$ cat src/logic/ptm_pkg.sv
// ptm_pkg: register offsets, field positions and reset values of the timer
// assumes an APB slave with one byte register per aligned 32-bit word
package ptm_pkg;
    // ------------------------------------------------------------------
    // register byte addresses
    // ------------------------------------------------------------------
    localparam logic [7:0] OFS_CTRL0   = 8'h00;
    localparam logic [7:0] OFS_CTRL1   = 8'h04;
    localparam logic [7:0] OFS_CTRL2   = 8'h08;
    localparam logic [7:0] OFS_CNT_LO  = 8'h0C;
    localparam logic [7:0] OFS_CNT_HI  = 8'h10;
    localparam logic [7:0] OFS_CMPA_LO = 8'h14;
    localparam logic [7:0] OFS_CMPA_HI = 8'h18;
    localparam logic [7:0] OFS_CAPB_LO = 8'h1C;
    localparam logic [7:0] OFS_CAPB_HI = 8'h20;
    localparam logic [7:0] OFS_PER_LO  = 8'h24;
    localparam logic [7:0] OFS_PER_HI  = 8'h28;
    // ------------------------------------------------------------------
    // field positions
    // ------------------------------------------------------------------
    localparam int BIT_ENABLE   = 3;
    localparam int BIT_FSEL     = 0;
    localparam int BIT_MODE     = 6;
    localparam int BIT_PIN      = 4;
    localparam int BIT_OLVL     = 3;
    localparam int BIT_INV      = 2;
    localparam int BIT_CSRC     = 1;
    localparam int BIT_CCLR     = 0;
    localparam int BIT_TCLR     = 1;
    localparam int BIT_VLF      = 0;
    // ------------------------------------------------------------------
    // reset values and codes
    // ------------------------------------------------------------------
    localparam logic [7:0]  RST_BYTE = 8'h00;
    localparam logic [15:0] RST_WORD = 16'h0000;
    localparam logic [15:0] CNT_MAX  = 16'hFFFF;
    localparam logic [1:0] MODE_CMP  = 2'h0;
    localparam logic [1:0] MODE_CAP  = 2'h1;
    localparam logic [1:0] MODE_PWM  = 2'h2;
    localparam logic [1:0] MODE_TMR  = 2'h3;
    localparam logic [1:0] PA_0      = 2'h0;
    localparam logic [1:0] PA_1      = 2'h1;
    localparam logic [1:0] PA_2      = 2'h2;
    localparam logic [1:0] PA_3      = 2'h3;
endpackage

$ cat src/logic/ptm_timer.sv
// ptm_timer: periodic timer unit zero with APB byte registers
// assumes counter clock equals clk; pins come from outside and are synced
//
// Functional notes
// capture codes pick A edge, tclr zero
// tclr nonzero: codes route edges A/B
// A match: keep, low, high, toggle pin
// matching initial level gives no change
// enable rise restores initial pin level
// pwm codes: inactive, active, pwm, pulse
// software changes pin codes only when off
// mode field picks four operating modes
// software switches off before mode changes
// timer mode ignores pin control bits
// level bit: initial level, pwm polarity
// level bit sets pulse start level
// invert bit flips output pin
// capture source pin or filtered choice
// clear on A match or P/overflow
// overflow clear only with period zero
// clear select ignored outside compare/timer
// edge clear selection in capture mode
// flag reports edge of last latch
// second capture register, sixteen bits
// counter readable as byte pair
// compare A register byte pair
// enable rise zeroes counter, fall holds
// low byte buffered, high read latches
// capture edges synchronised before detection
// match flags set with their event
`timescale 1ns/100ps
module ptm_timer (
    input  wire logic        clk,
    input  wire logic        reset_n,
    input  wire logic        psel,
    input  wire logic        penable,
    input  wire logic        pwrite,
    input  wire logic [7:0]  paddr,
    input  wire logic [31:0] pwdata,
    output logic      [31:0] prdata,
    output logic             pready,
    output logic             pslverr,
    input  wire logic        capture_input_pin,
    input  wire logic        external_clock_pin,
    input  wire logic        filter_data_in,
    output logic             timer_output_pin,
    output logic             match_a_flag,
    output logic             match_p_flag
);
    // ------------------------------------------------------------------
    // registers
    // ------------------------------------------------------------------
    logic [7:0]  ctrl0_q, ctrl1_q;
    logic [1:0]  tclr_q;
    logic        vlf_q;
    logic [15:0] cnt_q, cmpa_q, capb_q, per_q;
    logic [7:0]  wbuf_q, rbuf_q;
    logic        pin_q, en_d1_q;
    logic [1:0]  cap_sync_q, clk_sync_q, flt_sync_q;
    logic        src_d1_q;
    logic        pslverr_q;
    logic        cap_src, rise, fall;

    logic [1:0]  mode, pact;
    logic        en, olvl, inv, csrc, cclr, fsel;
    assign mode = ctrl1_q[ptm_pkg::BIT_MODE +: 2];
    assign pact = ctrl1_q[ptm_pkg::BIT_PIN +: 2];
    assign olvl = ctrl1_q[ptm_pkg::BIT_OLVL];
    assign inv  = ctrl1_q[ptm_pkg::BIT_INV];
    assign csrc = ctrl1_q[ptm_pkg::BIT_CSRC];
    assign cclr = ctrl1_q[ptm_pkg::BIT_CCLR];
    assign en   = ctrl0_q[ptm_pkg::BIT_ENABLE];
    assign fsel = ctrl0_q[ptm_pkg::BIT_FSEL];

    // ------------------------------------------------------------------
    // apb decode
    // ------------------------------------------------------------------
    logic acc, wr, rd;
    assign acc = psel && penable;
    assign wr  = acc && pwrite;
    assign rd  = acc && !pwrite;
    logic [7:0] wb;
    assign wb = pwdata[7:0];
    logic mapped;
    always_comb begin
        case (paddr)
            ptm_pkg::OFS_CTRL0, ptm_pkg::OFS_CTRL1, ptm_pkg::OFS_CTRL2,
            ptm_pkg::OFS_CNT_LO, ptm_pkg::OFS_CNT_HI,
            ptm_pkg::OFS_CMPA_LO, ptm_pkg::OFS_CMPA_HI,
            ptm_pkg::OFS_CAPB_LO, ptm_pkg::OFS_CAPB_HI,
            ptm_pkg::OFS_PER_LO, ptm_pkg::OFS_PER_HI: mapped = 1'b1;
            default: mapped = 1'b0;
        endcase
    end
    logic wr_ctrl0, wr_ctrl1, wr_ctrl2;
    logic wr_ahi, wr_bhi, wr_phi;
    assign wr_ctrl0 = wr && paddr == ptm_pkg::OFS_CTRL0;
    assign wr_ctrl1 = wr && paddr == ptm_pkg::OFS_CTRL1;
    assign wr_ctrl2 = wr && paddr == ptm_pkg::OFS_CTRL2;
    assign wr_ahi   = wr && paddr == ptm_pkg::OFS_CMPA_HI;
    assign wr_bhi   = wr && paddr == ptm_pkg::OFS_CAPB_HI;
    assign wr_phi   = wr && paddr == ptm_pkg::OFS_PER_HI;

    // ------------------------------------------------------------------
    // pin synchronisers
    // ------------------------------------------------------------------
    // two-stage sync of pins
    always_ff @(posedge clk or negedge reset_n) begin
        if (!reset_n) begin
            cap_sync_q <= 2'h0;
            clk_sync_q <= 2'h0;
            flt_sync_q <= 2'h0;
            src_d1_q   <= 1'b0;
        end else begin
            cap_sync_q <= {cap_sync_q[0], capture_input_pin};
            clk_sync_q <= {clk_sync_q[0], external_clock_pin};
            flt_sync_q <= {flt_sync_q[0], filter_data_in};
            src_d1_q   <= cap_src;
        end
    end
    // trigger source choice
    assign cap_src = !csrc ? cap_sync_q[1] :
                     (fsel ? flt_sync_q[1] : clk_sync_q[1]);
    assign rise = cap_src && !src_d1_q;
    assign fall = !cap_src && src_d1_q;

    // ------------------------------------------------------------------
    // compare, capture and clear
    // ------------------------------------------------------------------
    logic run, en_rise, cmp_like, match_a, match_p, ovf;
    assign en_rise  = en && !en_d1_q;
    assign run      = en && !en_rise;
    assign cmp_like = (mode == ptm_pkg::MODE_CMP) ||
                      (mode == ptm_pkg::MODE_TMR);
    assign match_a  = run && cnt_q == cmpa_q && cmpa_q != ptm_pkg::RST_WORD;
    assign match_p  = run && cnt_q == per_q && per_q != ptm_pkg::RST_WORD;
    // overflow only when period zero
    assign ovf = run && cnt_q == ptm_pkg::CNT_MAX &&
                 per_q == ptm_pkg::RST_WORD;

    logic cap_a, cap_b, cap_mode, edge_clr;
    assign cap_mode = mode == ptm_pkg::MODE_CAP;
    always_comb begin
        cap_a = 1'b0;
        cap_b = 1'b0;
        if (cap_mode && en) begin
            if (tclr_q == 2'h0) begin
                // single register capture
                case (pact)
                    ptm_pkg::PA_0: cap_a = rise;
                    ptm_pkg::PA_1: cap_a = fall;
                    ptm_pkg::PA_2: cap_a = rise || fall;
                    default:       cap_a = 1'b0;
                endcase
            end else begin
                // edge routed to A or B
                case (pact)
                    ptm_pkg::PA_0: cap_b = rise;
                    ptm_pkg::PA_1: cap_a = fall;
                    ptm_pkg::PA_2: begin
                        cap_a = fall;
                        cap_b = rise;
                    end
                    default: cap_a = 1'b0;
                endcase
            end
        end
    end
    // edge clear in capture mode
    always_comb begin
        case (tclr_q)
            2'h1:    edge_clr = rise;
            2'h2:    edge_clr = fall;
            2'h3:    edge_clr = rise || fall;
            default: edge_clr = 1'b0;
        endcase
        edge_clr = edge_clr && cap_mode && run;
    end

    logic clr;
    logic single;
    assign single = mode == ptm_pkg::MODE_PWM && pact == ptm_pkg::PA_3;
    always_comb begin
        // clear source in compare/timer
        if (cmp_like)
            clr = cclr ? match_a : (match_p || ovf);
        else if (single)
            clr = 1'b0;
        else
            // select bit unused here
            clr = match_p || edge_clr;
    end

    // counter zeroed on enable rise
    always_ff @(posedge clk or negedge reset_n) begin
        if (!reset_n)
            cnt_q <= ptm_pkg::RST_WORD;
        else if (en_rise || clr)
            cnt_q <= ptm_pkg::RST_WORD;
        else if (run)
            cnt_q <= cnt_q + 16'h0001;
    end

    // flags with their events
    always_ff @(posedge clk or negedge reset_n) begin
        if (!reset_n) begin
            match_a_flag <= 1'b0;
            match_p_flag <= 1'b0;
        end else begin
            match_a_flag <= cap_mode ? cap_a : match_a;
            match_p_flag <= match_p && !(cmp_like && cclr) && !single;
        end
    end

    // ------------------------------------------------------------------
    // registers written by software
    // ------------------------------------------------------------------
    always_ff @(posedge clk or negedge reset_n) begin
        if (!reset_n) begin
            ctrl0_q <= ptm_pkg::RST_BYTE;
            ctrl1_q <= ptm_pkg::RST_BYTE;
            tclr_q  <= 2'h0;
            en_d1_q <= 1'b0;
        end else begin
            en_d1_q <= en;
            // mode and pin fields
            if (wr_ctrl1)
                ctrl1_q <= wb;
            if (wr_ctrl2)
                tclr_q <= wb[ptm_pkg::BIT_TCLR +: 2];
            if (wr_ctrl0)
                ctrl0_q <= wb & 8'hF9;
            else if (single && match_a)
                ctrl0_q[ptm_pkg::BIT_ENABLE] <= 1'b0;
        end
    end

    // low byte write buffer
    always_ff @(posedge clk or negedge reset_n) begin
        if (!reset_n)
            wbuf_q <= ptm_pkg::RST_BYTE;
        else if (wr && (paddr == ptm_pkg::OFS_CMPA_LO ||
                        paddr == ptm_pkg::OFS_CAPB_LO ||
                        paddr == ptm_pkg::OFS_PER_LO))
            wbuf_q <= wb;
    end

    // compare A pair, B pair, captures win
    always_ff @(posedge clk or negedge reset_n) begin
        if (!reset_n) begin
            cmpa_q <= ptm_pkg::RST_WORD;
            capb_q <= ptm_pkg::RST_WORD;
            per_q  <= ptm_pkg::RST_WORD;
            vlf_q  <= 1'b0;
        end else begin
            if (cap_a)
                cmpa_q <= cnt_q;
            else if (wr_ahi)
                cmpa_q <= {wb, wbuf_q};
            if (cap_b)
                capb_q <= cnt_q;
            else if (wr_bhi)
                capb_q <= {wb, wbuf_q};
            if (wr_phi)
                per_q <= {wb, wbuf_q};
            // latch edge flag
            if (cap_a || cap_b)
                vlf_q <= rise;
        end
    end

    // ------------------------------------------------------------------
    // output pin
    // ------------------------------------------------------------------
    logic pwm_lvl;
    assign pwm_lvl = (cnt_q < cmpa_q) || (cmpa_q >= per_q &&
                     per_q != ptm_pkg::RST_WORD) ? olvl : !olvl;
    always_ff @(posedge clk or negedge reset_n) begin
        if (!reset_n)
            pin_q <= 1'b0;
        else if (mode == ptm_pkg::MODE_CMP) begin
            if (en_rise)
                // restore initial level
                pin_q <= olvl;
            else if (match_a) begin
                // action on A match
                // same level means no change
                case (pact)
                    ptm_pkg::PA_1: pin_q <= 1'b0;
                    ptm_pkg::PA_2: pin_q <= 1'b1;
                    ptm_pkg::PA_3: pin_q <= !pin_q;
                    default:       pin_q <= pin_q;
                endcase
            end
        end else if (mode == ptm_pkg::MODE_PWM) begin
            // pwm pin codes, polarity
            case (pact)
                ptm_pkg::PA_0: pin_q <= !olvl;
                ptm_pkg::PA_1: pin_q <= olvl;
                ptm_pkg::PA_2: pin_q <= en ? pwm_lvl : !olvl;
                // pulse starts at level bit
                default:       pin_q <= (en && !match_a) ? olvl : !olvl;
            endcase
        end
        // timer and capture modes hold the pin
    end
    // invert stage, registered
    always_ff @(posedge clk or negedge reset_n) begin
        if (!reset_n)
            timer_output_pin <= 1'b0;
        else if (mode != ptm_pkg::MODE_TMR)
            timer_output_pin <= pin_q ^ inv;
    end

    // ------------------------------------------------------------------
    // read path
    // ------------------------------------------------------------------
    logic [7:0] rbyte;
    always_comb begin
        case (paddr)
            ptm_pkg::OFS_CTRL0:   rbyte = ctrl0_q;
            ptm_pkg::OFS_CTRL1:   rbyte = ctrl1_q;
            ptm_pkg::OFS_CTRL2:   rbyte = {5'h00, tclr_q, vlf_q};
            // counter byte pair
            ptm_pkg::OFS_CNT_HI:  rbyte = cnt_q[15:8];
            ptm_pkg::OFS_CMPA_HI: rbyte = cmpa_q[15:8];
            ptm_pkg::OFS_CAPB_HI: rbyte = capb_q[15:8];
            ptm_pkg::OFS_PER_HI:  rbyte = per_q[15:8];
            ptm_pkg::OFS_CNT_LO, ptm_pkg::OFS_CMPA_LO,
            ptm_pkg::OFS_CAPB_LO, ptm_pkg::OFS_PER_LO: rbyte = rbuf_q;
            default:              rbyte = ptm_pkg::RST_BYTE;
        endcase
    end
    // high read latches low byte
    always_ff @(posedge clk or negedge reset_n) begin
        if (!reset_n)
            rbuf_q <= ptm_pkg::RST_BYTE;
        else if (rd) begin
            case (paddr)
                ptm_pkg::OFS_CNT_HI:  rbuf_q <= cnt_q[7:0];
                ptm_pkg::OFS_CMPA_HI: rbuf_q <= cmpa_q[7:0];
                ptm_pkg::OFS_CAPB_HI: rbuf_q <= capb_q[7:0];
                ptm_pkg::OFS_PER_HI:  rbuf_q <= per_q[7:0];
                default:              rbuf_q <= rbuf_q;
            endcase
        end
    end
    // no wait state: answer registered in setup, pready in access
    always_ff @(posedge clk or negedge reset_n) begin
        if (!reset_n) begin
            prdata    <= 32'h0000_0000;
            pready    <= 1'b0;
            pslverr_q <= 1'b0;
        end else begin
            pready    <= psel && !penable;
            pslverr_q <= psel && !penable && !mapped;
            if (psel && !penable && !pwrite)
                prdata <= {24'h000000, rbyte};
        end
    end
    assign pslverr = pslverr_q;
endmodule

$ cat config.mk
export PLATFORM = sky130hd
export DESIGN_NAME = ptm_timer
export DESIGN_NICKNAME = d
export VERILOG_FILES = /design/src/logic/ptm_pkg.sv /design/src/logic/ptm_timer.sv
export SDC_FILE = /design/constraint.sdc
export NUM_CORES = 1
export LEC_CHECK = 0
export ABC_AREA = 0
export ABC_CLOCK_PERIOD_IN_PS = 2500
export BUFFER_PORTS_ARGS = -buffer_cell sky130_fd_sc_hd__buf_2
export CORE_ASPECT_RATIO = 1.25
export CORE_MARGIN = 1
export CORE_UTILIZATION = 50
export DETAILED_ROUTE_END_ITERATION = 8
export HOLD_SLACK_MARGIN = 0.15
export PLACE_DENSITY = 0.73
export SLEW_MARGIN = 30
export SYNTH_ARGS = -nofsm -noshare
export SYNTH_HDL_FRONTEND = slang
export SYNTH_SLANG_ARGS = --single-unit
$ cat constraint.sdc
create_clock -name clk -period 2.5 [get_ports clk]
set_clock_uncertainty 0.2 [all_clocks]
set_input_delay 0.25 -clock clk [delete_from_list [all_inputs] [get_ports clk]]
set_output_delay 0.25 -clock clk [all_outputs]
set_load 0.03 [all_outputs]
### Word level (Yosys, flattened, before mapping)

Cells that the tools add are included.

| cells by class | value |
|---|---|
| $add $sub $neg | 1 |
| multipliers | 0 |
| divide/modulo/power cells | 0 |
| $lt $le $gt $ge | 2 |
| eq/ne operators | 25 |
| shift-type cells | 0 |
| mux-type cells | 34 |
| bitwise operators | 1 |
| reduce and logical (&&, ||, !) cells | 73 |

Operators by type and width:

| operator | count |
|---|---|
| 2-to-1 mux 16 bit | 6 |
| case mux 8 bit (8 select lines) | 1 |
| logical AND 1 bit | 33 |
| equality test 16 bit | 2 |
| equality test 8 x 5 -> 1 bit, second input constant | 4 |
| case mux 8 bit (4 select lines) | 1 |
| nonzero test 16 bit | 2 |
| equality test 8 x 6 -> 1 bit, second input constant | 3 |
| 2-to-1 mux 1 bit | 22 |
| adder 16 x 1 -> 16 bit, second input constant | 1 |
| equality test 16 bit, second input constant | 1 |
| equality test 8 x 4 -> 1 bit, second input constant | 2 |
| greater-or-equal comparator 16 bit | 1 |
| zero test 16 bit | 1 |
| < comparator 16 bit | 1 |
| equality test 2 bit, second input constant | 6 |
| zero test 1 bit | 12 |
| case mux 1 bit (3 select lines) | 4 |
| OR reduction 11 bit | 1 |
| nonzero test 2 bit | 5 |
| logical OR 1 bit | 9 |
| equality test 8 x 3 -> 1 bit, second input constant | 1 |
| zero test 8 bit | 1 |
| equality test 2 x 1 -> 1 bit, second input constant | 3 |
| other kinds (10) | 13 |

| storage, ports and cells | value |
|---|---|
| register bits after elaboration | 119 |
| latch bits | 0 |
| RAM bits | 0 |
| ROM bits | 0 |
| input bits | 48 |
| output and inout port bits | 37 |
| logic and storage cells | 159 |
| memories | 0 |

### Logic depth before layout (Yosys ltp)

Gate-level depths: netlist (run 1).

| logic depth | value |
|---|---|
| word-level depth | 13 |
| gate-level depth with buffers | 11 |
| mapped depth without buffers | 10 |

### Worst setup path before layout (run 1)

OpenSTA, ideal clock, no wires.

| timing path | value |
|---|---|
| path type | register to register |
| from | register ctrl0_q[0] |
| to | register capb_q[12] |
| setup time | 135 ps |
| arrival | 2270 ps |
| data required time | 2165 ps |
| setup slack | -105 ps |
| stages on the path, launching flop included | 11 |
| buffers on the path | 2 |
| clock period less this slack | 2605 ps |
| cell sequence | dfrtp_1 mux2i_1 a21o_1 inv_1 ha_1 o21ai_0 nor3_1 buf_1 clkbuf_1 mux2i_1 o21ai_0 |

| between the ends | value |
|---|---|
| longest elaborated chain between the ends | 7 |
| elaborated cells on any way between the ends | 8 |
| those cells by class | mux (6); reduce/logical (2) |

Ends and longest elaborated chain:

| what | line | source |
|---|---|---|
| start: declaration | ptm_timer.sv:53 | `logic [7:0] ctrl0_q, ctrl1_q;` |
| start signal: assignment | ptm_timer.sv:220 | `ctrl0_q <= ptm_pkg::RST_BYTE;` |
| start signal: assignment | ptm_timer.sv:232 | `ctrl0_q <= wb & 8'hF9;` |
| 2-to-1 mux 1 bit (*) | ptm_timer.sv:123 | `(fsel ? flt_sync_q[1] : clk_sync_q[1]);` |
| 2-to-1 mux 1 bit (*) | ptm_timer.sv:122 | `assign cap_src = !csrc ? cap_sync_q[1] :` |
| net cap_src | ptm_timer.sv:62 | `logic cap_src, rise, fall;` |
| logical AND 1 bit (*) | ptm_timer.sv:124 | `assign rise = cap_src && !src_d1_q;` |
| net rise | ptm_timer.sv:62 |  |
| 2-to-1 mux 1 bit (*) | ptm_timer.sv:157 | `case (pact)` |
| 2-to-1 mux 1 bit (*) | ptm_timer.sv:147 | `if (tclr_q == 2'h0) begin` |
| 2-to-1 mux 1 bit (*) | ptm_timer.sv:146 | `if (cap_mode && en) begin` |
| 2-to-1 mux 16 bit / nonzero test 2 bit (equally long branches) | - |  |
| end signal: assignment | ptm_timer.sv:252 | `capb_q <= ptm_pkg::RST_WORD;` |
| end signal: assignment | ptm_timer.sv:261 | `capb_q <= cnt_q;` |
| end signal: assignment | ptm_timer.sv:263 | `capb_q <= {wb, wbuf_q};` |
| end: declaration | ptm_timer.sv:56 | `logic [15:0] cnt_q, cmpa_q, capb_q, per_q;` |

Mark *: on every way through the listed nets, which the timed path passes. The rest lies on a longest branch.
A chain may end at the register's enable or synchronous reset.

### Worst setup path after layout (run 1)

| timing path | value |
|---|---|
| from | register ctrl0_q[0] |
| to | register cmpa_q[1] |

| between the ends | value |
|---|---|
| longest elaborated chain between the ends | 9 |
| elaborated cells on any way between the ends | 12 |
| those cells by class | mux (7); reduce/logical (5) |

Ends and longest elaborated chain:

| what | line | source |
|---|---|---|
| 2-to-1 mux 1 bit (*) | ptm_timer.sv:123 |  |
| 2-to-1 mux 1 bit (*) | ptm_timer.sv:122 |  |
| net cap_src | ptm_timer.sv:62 |  |
| zero test 1 bit | ptm_timer.sv:125 | `assign fall = !cap_src && src_d1_q;` |
| logical AND 1 bit | ptm_timer.sv:125 |  |
| logical OR 1 bit | ptm_timer.sv:152 | `ptm_pkg::PA_2: cap_a = rise \|\| fall;` |
| case mux 1 bit (3 select lines) | ptm_timer.sv:149 | `case (pact)` |
| 2-to-1 mux 1 bit (*) | ptm_timer.sv:147 |  |
| 2-to-1 mux 1 bit (*) | ptm_timer.sv:146 |  |
| 2-to-1 mux 16 bit / nonzero test 2 bit (equally long branches) | - |  |
| end signal: assignment | ptm_timer.sv:251 | `cmpa_q <= ptm_pkg::RST_WORD;` |
| end signal: assignment | ptm_timer.sv:257 | `cmpa_q <= cnt_q;` |
| end signal: assignment | ptm_timer.sv:259 | `cmpa_q <= {wb, wbuf_q};` |
| end: declaration | ptm_timer.sv:56 |  |

Marked as above.

==> metrics.txt, run 1 <==
# TYPE chip_impl_metric gauge
chip_impl_metric{name="synth_cells",unit=""} 763
chip_impl_metric{name="timing.slew.headroom",unit="%"} 27.2
chip_impl_metric{name="final-seq-area",unit="um^2"} 2980
chip_impl_info{name="timing.critical_path.from_type",value="flip-flop"} 1
chip_impl_metric{name="drt-vias-per-instance",unit=""} 6.26
chip_impl_metric{name="io_buffer_count",unit=""} 36
chip_impl_metric{name="antenna_found_initial",unit=""} 0
chip_impl_metric{name="route.vias.total",unit=""} 6939
chip_impl_metric{name="dp_hpwl",unit="um"} 16400
chip_impl_metric{name="numCtsBuffers",unit=""} 17
chip_impl_info{name="worst_path_class_setup",value="reg2reg"} 1
chip_impl_metric{name="fmaxAchievable",unit="GHz"} 0.354
chip_impl_metric{name="overall_die_area",unit="um^2"} 14800
chip_impl_metric{name="internal_power",unit="uW"} 4300
chip_impl_metric{name="drt_pass1_iterations",unit=""} 8
chip_impl_metric{name="power-per-cell-area",unit="nW/um^2"} 623
chip_impl_metric{name="detail_route.wirelength",unit="um"} 25200
chip_impl_info{name="class_of_the_worst_hold_path",value="reg2reg"} 1
chip_impl_metric{name="fin_ws",unit="ns"} -0.324
chip_impl_metric{name="syn_area_per_cell",unit="um^2"} 9.36
chip_impl_metric{name="comb_power_share",unit="%"} 22.3
chip_impl_metric{name="boundaryPins",unit=""} 85
chip_impl_metric{name="fp-row-count",unit=""} 48
chip_impl_metric{name="utilization",unit="%"} 70.8
chip_impl_info{name="grt_setup_unrepaired",value="yes"} 1
chip_impl_info{name="critical_path.slowest_cell",value="or4_4"} 1
chip_impl_metric{name="power.share.switching",unit="%"} 29.6
chip_impl_metric{name="number_of_flops_mapped_to_enable_cells_by_yosys",unit=""} 0
chip_impl_metric{name="drtIter0Drc",unit=""} 685
chip_impl_metric{name="seq_power_share",unit="%"} 35.9
chip_impl_metric{name="die_height",unit="um"} 136
chip_impl_metric{name="finalSetupViolations",unit=""} 35
chip_impl_info{name="crit_chain",value="mux2i_4 > a21o_1 > inv_2 > ha_4 > inv_2 > a222oi_1 > or4_4 > a21oi_4 > buf_6 > buf_12 > a211oi_2 > a21oi_1"} 1
chip_impl_metric{name="grt_pass1_wl",unit="um"} 36000
chip_impl_metric{name="drt-wirelength-per-cell",unit="um"} 22.7
chip_impl_metric{name="share_of_post_route_cells_with_drive_strength_above_1",unit="%"} 32.9
chip_impl_metric{name="cp_max_fo",unit=""} 5
chip_impl_metric{name="leakagePower",unit="uW"} 0.00442
chip_impl_metric{name="h-tree-depth",unit=""} 4
chip_impl_info{name="worst_setup_path_end_kind",value="flip-flop"} 1
chip_impl_metric{name="netlist.area_leader.share",unit="%"} 41.7
chip_impl_metric{name="initial_utilization",unit="%"} 51.5
chip_impl_info{name="post_synth_main_area_contributors",value="dfrtp_1 42%, ha_1 7.5%, o21ai_0 4.3%"} 1
chip_impl_metric{name="clock_transition_at_path_regs",unit="ns"} 0.05
chip_impl_metric{name="finalCritPeriodShare",unit="%"} 113
chip_impl_metric{name="n_antenna_cell",unit=""} 0
chip_impl_metric{name="clockPowerShare",unit="%"} 41.8
chip_impl_metric{name="die_width",unit="um"} 109
chip_impl_metric{name="final.min_clock_period",unit="ns"} 2.82
chip_impl_metric{name="finalHoldViolations",unit=""} 0
chip_impl_metric{name="first_global_vias",unit=""} 6773
chip_impl_metric{name="slowest_stage_delay_on_critical_path",unit="ns"} 0.52
chip_impl_metric{name="worstPathBufferInverterCount",unit=""} 4
chip_impl_metric{name="grt_max_degree",unit=""} 58
chip_impl_metric{name="p_sw",unit="uW"} 1810
chip_impl_metric{name="synth-seq-cells",unit=""} 119
chip_impl_metric{name="detail-route-antenna-nets",unit=""} 0
chip_impl_info{name="worst_path_most_repeated_cell",value="inv_2"} 1
chip_impl_metric{name="whs",unit="ns"} 0.155
chip_impl_metric{name="drc_errors",unit=""} 0
chip_impl_metric{name="vdd.ir_drop.worst",unit="mV"} 0.523
chip_impl_metric{name="dp_cells",unit=""} 1028
chip_impl_info{name="outcome",value="finished, violations left"} 1
chip_impl_metric{name="seq_total_area_yosys",unit="%"} 41.7
chip_impl_info{name="critPathTopFamily",value="compound AO/OA/AOI/OAI gates"} 1
chip_impl_metric{name="fin_nets",unit=""} 1011
chip_impl_metric{name="worstPathRequired",unit="ns"} 2.64
chip_impl_metric{name="worst_ep_arrival_time",unit="ns"} 2.97
chip_impl_metric{name="final.fill_count",unit=""} 964
chip_impl_metric{name="clk_latency",unit="ns"} 0.43
chip_impl_metric{name="synthesis.yosys.warnings",unit=""} 0
chip_impl_metric{name="multi_input_area",unit="um^2"} 4270
chip_impl_info{name="tritoncts",value="done"} 1
chip_impl_metric{name="grt_use_total",unit="%"} 33.5
chip_impl_metric{name="finalWeightedCongestion",unit=""} 1.04
chip_impl_metric{name="netlist-cell-type-count",unit=""} 64
chip_impl_metric{name="tritoncts_num_sinks",unit=""} 119
chip_impl_info{name="post-synth-top-area-cell",value="dfrtp_1"} 1
chip_impl_info{name="cts-root-buf",value="clkbuf_16"} 1
chip_impl_info{name="violations",value="negative setup slack"} 1
chip_impl_metric{name="number_of_violations_of_the_max_capacitance_limit",unit=""} 0
chip_impl_metric{name="slew_violations",unit=""} 0
chip_impl_metric{name="synth.cell_area",unit="um^2"} 7140
chip_impl_metric{name="cts_buffer_depth",unit=""} 2
chip_impl_metric{name="area.growth.synth_to_final",unit="%"} 37.5
chip_impl_metric{name="global_route.overflow_total",unit=""} 0
chip_impl_metric{name="worst_slew_pin_slew",unit="ns"} 1.09
chip_impl_metric{name="async_flop_share",unit="%"} 100
chip_impl_metric{name="finalNonFillerCells",unit=""} 1108
chip_impl_metric{name="floorplan.core_area",unit="um^2"} 13900
chip_impl_info{name="synth_flop_cell",value="dfrtp_1"} 1
## Yosys cell counts, types with 5 or more instances
| cell type | number |
|---|---|
| nor4_1 | 24 |
| buf_2 | 7 |
| and3_1 | 5 |
| a31oi_1 | 18 |
| inv_1 | 47 |
| dfrtp_1 | 119 |
| nand2b_1 | 6 |
| nor2_1 | 53 |
| mux2i_1 | 18 |
| nand2_1 | 77 |
| nand4_1 | 17 |
| ha_1 | 43 |
| a21oi_1 | 35 |
| clkbuf_1 | 30 |
| nor3_1 | 10 |
| mux2_2 | 21 |
| o21ai_0 | 61 |
| a22oi_1 | 18 |
| a222oi_1 | 14 |
| xor2_1 | 22 |
| nand3_1 | 9 |
| xnor2_1 | 10 |
| buf_4 | 24 |
## routing by layer
layer	wire length [um]	global-route usage (%)
met5	0	0
met4	2110	26.9
met3	2340	7.70
met2	12000	54.1
met1	8750	37.6
## flip-flops by register name (all words and copies together) (netlist names), 2 cells and up
register,count
ctrl1_q,8
cnt_q,16
capb_q,16
ctrl0_q,6
cmpa_q,16
rbuf_q,8
wbuf_q,8
per_q,16
flt_sync_q,2
cap_sync_q,2
tclr_q,2
prdata,8
clk_sync_q,2
## worst reg2reg max path: cells and delay by family (launching register included)
kind	cells	cell delay, ns
adder cells (fa/ha/maj)	1	0.21
flip-flops	1	0.42
multiplexers	1	0.32
buffers and inverters	4	0.43
AO/OA/AOI/OAI	5	0.64
AND/OR/NAND/NOR	1	0.52
## power by group through the flow
stage	sequential [uW]	combinational, uW	clock, uW
2_1_floorplan	2240	619	0
3_3_place_gp	2210	1070	0
3_5_place_dp	2220	1110	0
4_1_cts	2190	1160	2570
5_1_grt	2210	1460	2650
6_report	2190	1370	2550
## layout make-up
cell class / instances / area share (%)
well taps: 175 / 2.23
clock buffers: 22 / 4.83
inverters: 47 / 1.82
multi-input cells: 553 / 43.4
repair buffers: 182 / 15.8
clock inverters: 10 / 1.46
flip-flops and latches: 119 / 30.4
## worst paths after layout
| path | from | endpoint | slack [ns] | cells past startpoint |
|---|---|---|---|---|
| max | ctrl0_q[0]$_DFFE_PN0P_ | cmpa_q[1]$_DFFE_PN0P_ | -0.32 | 12 |
| min | clk_sync_q[0]$_DFF_PN0_ | clk_sync_q[1]$_DFF_PN0_ | 0.15 | 0 |
| max reg2reg | ctrl0_q[0]$_DFFE_PN0P_ | cmpa_q[1]$_DFFE_PN0P_ | -0.32 | 12 |
| min reg2reg | clk_sync_q[0]$_DFF_PN0_ | clk_sync_q[1]$_DFF_PN0_ | 0.15 | 0 |
| max in group asynchronous | reset_n | cmpa_q[15]$_DFFE_PN0P_ | 1.55 | 3 |
| min in group asynchronous | reset_n | pready$_DFF_PN0_ | 0.22 | 3 |
## stage by stage
stage / power (uW) / setup TNS (ns) / setup slack (ns) / area [um^2]
after floorplan: 2860 / 0 / 0.0138 / 7230
after global placement: 3280 / -0.336 / -0.156 / 8110
after detailed placement: 3320 / -2.88 / -0.132 / 8110
after CTS: 5920 / -1.28 / -0.0881 / 9040
after global routing: 6320 / -13.65 / -0.546 / 9820
final: 6120 / -6.97 / -0.324 / 9820
## logic make-up after synthesis
group,Yosys count,share of synthesized area (%)
AND/OR/NAND/NOR,236,17.3
AO/OA/AOI/OAI,177,15.5
flip-flops,119,41.7
buffers and inverters,114,7.69
adder cells (fa/ha/maj),43,7.53
multiplexers,41,6.25
XOR/XNOR,32,3.92
other,1,0.0525
## cells in the final DEF, fill, tap and decap left out, types with 4 or more instances in the layout
cell type and instances:
inv_2 8, a22oi_1 18, o21ai_1 5, conb_1 24, nor4_1 9, mux2i_1 17, and3_1 5, o21a_1 4
a21oi_1 30, o21ai_0 50, nor4_2 4, dfrtp_2 5, nand2b_1 6, nor2b_1 4, xnor2_1 7, a222oi_1 14
nor3_2 5, o21ai_2 9, nand2_1 75, buf_2 35, ha_4 8, dfrtp_1 114, nand4_1 17, dlygate4sd3_1 17
mux2_2 20, inv_1 38, buf_6 8, buf_12 11, nor3_1 4, nand3_1 8, clkbuf_16 20, nor2_1 53
a31oi_1 17, ha_1 35, nor4_4 14, xor2_1 22, buf_4 106
## repair_timing
item,4_1_cts,5_1_grt
setup buffers,5,20
hold endpoints to repair,180,0
setup endpoints to repair,35,51
hold buffers,18,0
cloned,1,5
pin swaps,6,30
resized for setup,14,115
No activity file was read; power rests on OpenSTA's default activity.
==> run 2: changes to the inputs <==
--- a/config.mk
+++ b/config.mk
@@ -6,14 +6,15 @@
 export NUM_CORES = 1
 export LEC_CHECK = 0
 export ABC_AREA = 0
-export ABC_CLOCK_PERIOD_IN_PS = 2500
+export ABC_CLOCK_PERIOD_IN_PS = 2800
 export BUFFER_PORTS_ARGS = -buffer_cell sky130_fd_sc_hd__buf_2
 export CORE_ASPECT_RATIO = 1.25
 export CORE_MARGIN = 1
 export CORE_UTILIZATION = 50
 export DETAILED_ROUTE_END_ITERATION = 8
 export HOLD_SLACK_MARGIN = 0.15
-export PLACE_DENSITY = 0.73
+export PLACE_DENSITY = 0.7
+export REMOVE_ABC_BUFFERS = 1
 export SLEW_MARGIN = 30
 export SYNTH_ARGS = -nofsm -noshare
 export SYNTH_HDL_FRONTEND = slang
==> constraint.sdc (replaced) <==
create_clock -name clk -period 2.8 [get_ports clk]
set_clock_uncertainty 0.2 [all_clocks]
set_input_delay 0.28 -clock clk [delete_from_list [all_inputs] [get_ports clk]]
set_output_delay 0.28 -clock clk [all_outputs]
set_load 0.005 [all_outputs]
==> metrics.txt, run 2 (synthesized netlist as in run 1, its figures left out) <==
# TYPE chip_impl_metric gauge
chip_impl_metric{name="number_of_violations_of_the_max_capacitance_limit",unit=""} 0
chip_impl_metric{name="first_global_vias",unit=""} 6083
chip_impl_metric{name="route.vias.total",unit=""} 6251
chip_impl_info{name="critical_path.slowest_cell",value="or4b_2"} 1
chip_impl_metric{name="finalCritPeriodShare",unit="%"} 97.3
chip_impl_metric{name="power-per-cell-area",unit="nW/um^2"} 582
chip_impl_metric{name="final.fill_count",unit=""} 1166
chip_impl_metric{name="antenna_found_initial",unit=""} 0
chip_impl_metric{name="final.min_clock_period",unit="ns"} 2.72
chip_impl_metric{name="leakagePower",unit="uW"} 0.00392
chip_impl_metric{name="die_width",unit="um"} 109
chip_impl_metric{name="clk_latency",unit="ns"} 0.43
chip_impl_metric{name="drt-vias-per-instance",unit=""} 6.02
chip_impl_metric{name="boundaryPins",unit=""} 85
chip_impl_info{name="final_cell_mix",value="116 x dfrtp_1, 77 x nand2_1, 60 x o21ai_0"} 1
chip_impl_metric{name="slew_violations",unit=""} 0
chip_impl_metric{name="worst_slew_pin_slew",unit="ns"} 0.768
chip_impl_metric{name="utilization",unit="%"} 62.0
chip_impl_metric{name="slowest_stage_delay_on_critical_path",unit="ns"} 0.68
chip_impl_metric{name="drt_pass1_iterations",unit=""} 6
chip_impl_metric{name="multi_input_area",unit="um^2"} 3790
chip_impl_metric{name="timing.slew.headroom",unit="%"} 48.7
chip_impl_metric{name="grt_pass1_wl",unit="um"} 34000
chip_impl_metric{name="initial_utilization",unit="%"} 51.5
chip_impl_metric{name="drtIter0Drc",unit=""} 592
chip_impl_metric{name="vdd.ir_drop.worst",unit="mV"} 0.436
chip_impl_info{name="grt.busiest_layer",value="met2"} 1
chip_impl_metric{name="detail-route-antenna-nets",unit=""} 0
chip_impl_metric{name="detail_route.wirelength",unit="um"} 21500
chip_impl_metric{name="gr-usage-met1",unit="%"} 38.6
chip_impl_metric{name="worstPathRequired",unit="ns"} 2.94
chip_impl_metric{name="hold_path_stages",unit=""} 0
chip_impl_info{name="worst_setup_path_end_kind",value="flip-flop"} 1
chip_impl_metric{name="finalWeightedCongestion",unit=""} 0.938
chip_impl_metric{name="n_antenna_cell",unit=""} 0
chip_impl_info{name="timing.critical_path.from_type",value="flip-flop"} 1
chip_impl_metric{name="overall_die_area",unit="um^2"} 14800
chip_impl_info{name="mostFrequentLayoutCell",value="dfrtp_1"} 1
chip_impl_metric{name="grtUsageMet2",unit="%"} 51.4
chip_impl_info{name="worst_path_class_setup",value="reg2reg"} 1
chip_impl_metric{name="cts_buffer_depth",unit=""} 2
chip_impl_metric{name="fin_nets",unit=""} 942
chip_impl_metric{name="cp_max_fo",unit=""} 4
chip_impl_metric{name="dp_hpwl",unit="um"} 15900
chip_impl_metric{name="grt_use_total",unit="%"} 31.5
chip_impl_metric{name="met3_capacity_usage_during_global_routing",unit="%"} 5.53
chip_impl_metric{name="share_of_post_route_cells_with_drive_strength_above_1",unit="%"} 20.8
chip_impl_metric{name="finalHoldViolations",unit=""} 0
chip_impl_metric{name="tritoncts_num_sinks",unit=""} 119
chip_impl_metric{name="numCtsBuffers",unit=""} 17
chip_impl_metric{name="dp_cells",unit=""} 983
chip_impl_metric{name="drt-wirelength-per-cell",unit="um"} 20.6
chip_impl_metric{name="grt_max_degree",unit=""} 46
chip_impl_info{name="class_of_the_worst_hold_path",value="reg2reg"} 1
chip_impl_info{name="outcome",value="complete, no violations"} 1
chip_impl_metric{name="drc_errors",unit=""} 0
chip_impl_metric{name="fmaxAchievable",unit="GHz"} 0.367
chip_impl_metric{name="area.growth.synth_to_final",unit="%"} 20.5
chip_impl_metric{name="finalSetupViolations",unit=""} 0
chip_impl_metric{name="worst_ep_arrival_time",unit="ns"} 2.87
chip_impl_metric{name="io_buffer_count",unit=""} 36
chip_impl_metric{name="fp-row-count",unit=""} 48
chip_impl_info{name="tritoncts",value="done"} 1
chip_impl_metric{name="floorplan.core_area",unit="um^2"} 13900
chip_impl_metric{name="final-seq-area",unit="um^2"} 2980
chip_impl_info{name="crit_chain",value="inv_1 > ha_1 > nand4_1 > nor2_1 > o2bb2ai_2 > or4b_2 > a211o_1 > a31oi_2"} 1
chip_impl_metric{name="reg2regPathDepth",unit=""} 8
chip_impl_metric{name="final.setup.tns",unit="ns"} 0
chip_impl_metric{name="die_height",unit="um"} 136
chip_impl_metric{name="finalNonFillerCells",unit=""} 1039
chip_impl_metric{name="h-tree-depth",unit=""} 4
chip_impl_info{name="cts-root-buf",value="clkbuf_16"} 1
chip_impl_metric{name="fin_total_pwr",unit="uW"} 5010
chip_impl_metric{name="global_route.overflow_total",unit=""} 0
chip_impl_metric{name="clock_transition_at_path_regs",unit="ns"} 0.05
[run 2: cell types whose count changed in the layout (fill, tap and decap cells not counted), sizes merged]
cell / previous run / this run
buf: 162 / 95
bufinv: 3 / 2
clkbuf: 25 / 20
clkinv: 3 / 7
clkinvlp: 3 / 2
dlygate4sd3: 17 / 18
[run 2: area by class of cell]
class,count,share of cell area [%]
tap,175,2.54
multi-input combinational,553,44.0
sequential,119,34.6
clock buffer,20,5.31
timing repair buffer,113,9.94
inverter,47,2.05
clock inverter,12,1.47
[run 2: path summary, 6_finish.rpt]
check,start,to,slack (ns)
worst min-delay path,flt_sync_q[0]$_DFF_PN0_,flt_sync_q[1]$_DFF_PN0_,0.15
worst min register to register,flt_sync_q[0]$_DFF_PN0_,flt_sync_q[1]$_DFF_PN0_,0.15
max in group asynchronous,reset_n,cmpa_q[10]$_DFFE_PN0P_,1.55
min in group asynchronous,reset_n,cnt_q[5]$_DFFE_PN0P_,0.18
worst max register to register,cmpa_q[15]$_DFFE_PN0P_,pin_q$_DFFE_PN0P_,0.08
worst max-delay path,cmpa_q[15]$_DFFE_PN0P_,pin_q$_DFFE_PN0P_,0.08
[run 2: what timing repair did]
action	CTS	global route
endpoints found under the setup margin	1	1
buffers inserted	0	6
hold buffers	18	0
cloned	0	0
hold endpoints to repair	174	0
gates resized for setup	1	16
pin swaps	1	6
[run 2: report_power, final]
part	internal [uW]	total, uW	switching (uW)
Sequential	1840	1980	136
Combinational	389	884	496
Clock	1350	2150	799
Total	3580	5010	1430
[run 2: worst max-delay path: cells and delay by family (launching register included)]
family | cells | cell delay (ns)
flops | 1 | 0.42
buf+inv | 1 | 0.08
compound gates | 3 | 0.64
fa+ha+maj | 1 | 0.31
simple gates | 3 | 0.98
[run 2: per-stage QoR]
step	cell area [um^2]	setup slack (ns)	hold slack, ns
finish	8610	0.0758	0.151
global route	8610	-0.00523	0.155
CTS	8490	0.00178	0.153
detailed placement	7720	-0.0890	0.0976
global placement	7720	-0.0751	0.101
floorplan	6860	-1.40	-0.216
[run 2: metal layers]
layer  vias to the layer above  share of wire, %  wire length (um)
li1                       2876                 -                 -
met2                       272                49             10600
met1                      3040                40              8510
met3                        63               5.7              1230
met4                         0               5.3              1130
met5                         -                 0                 0
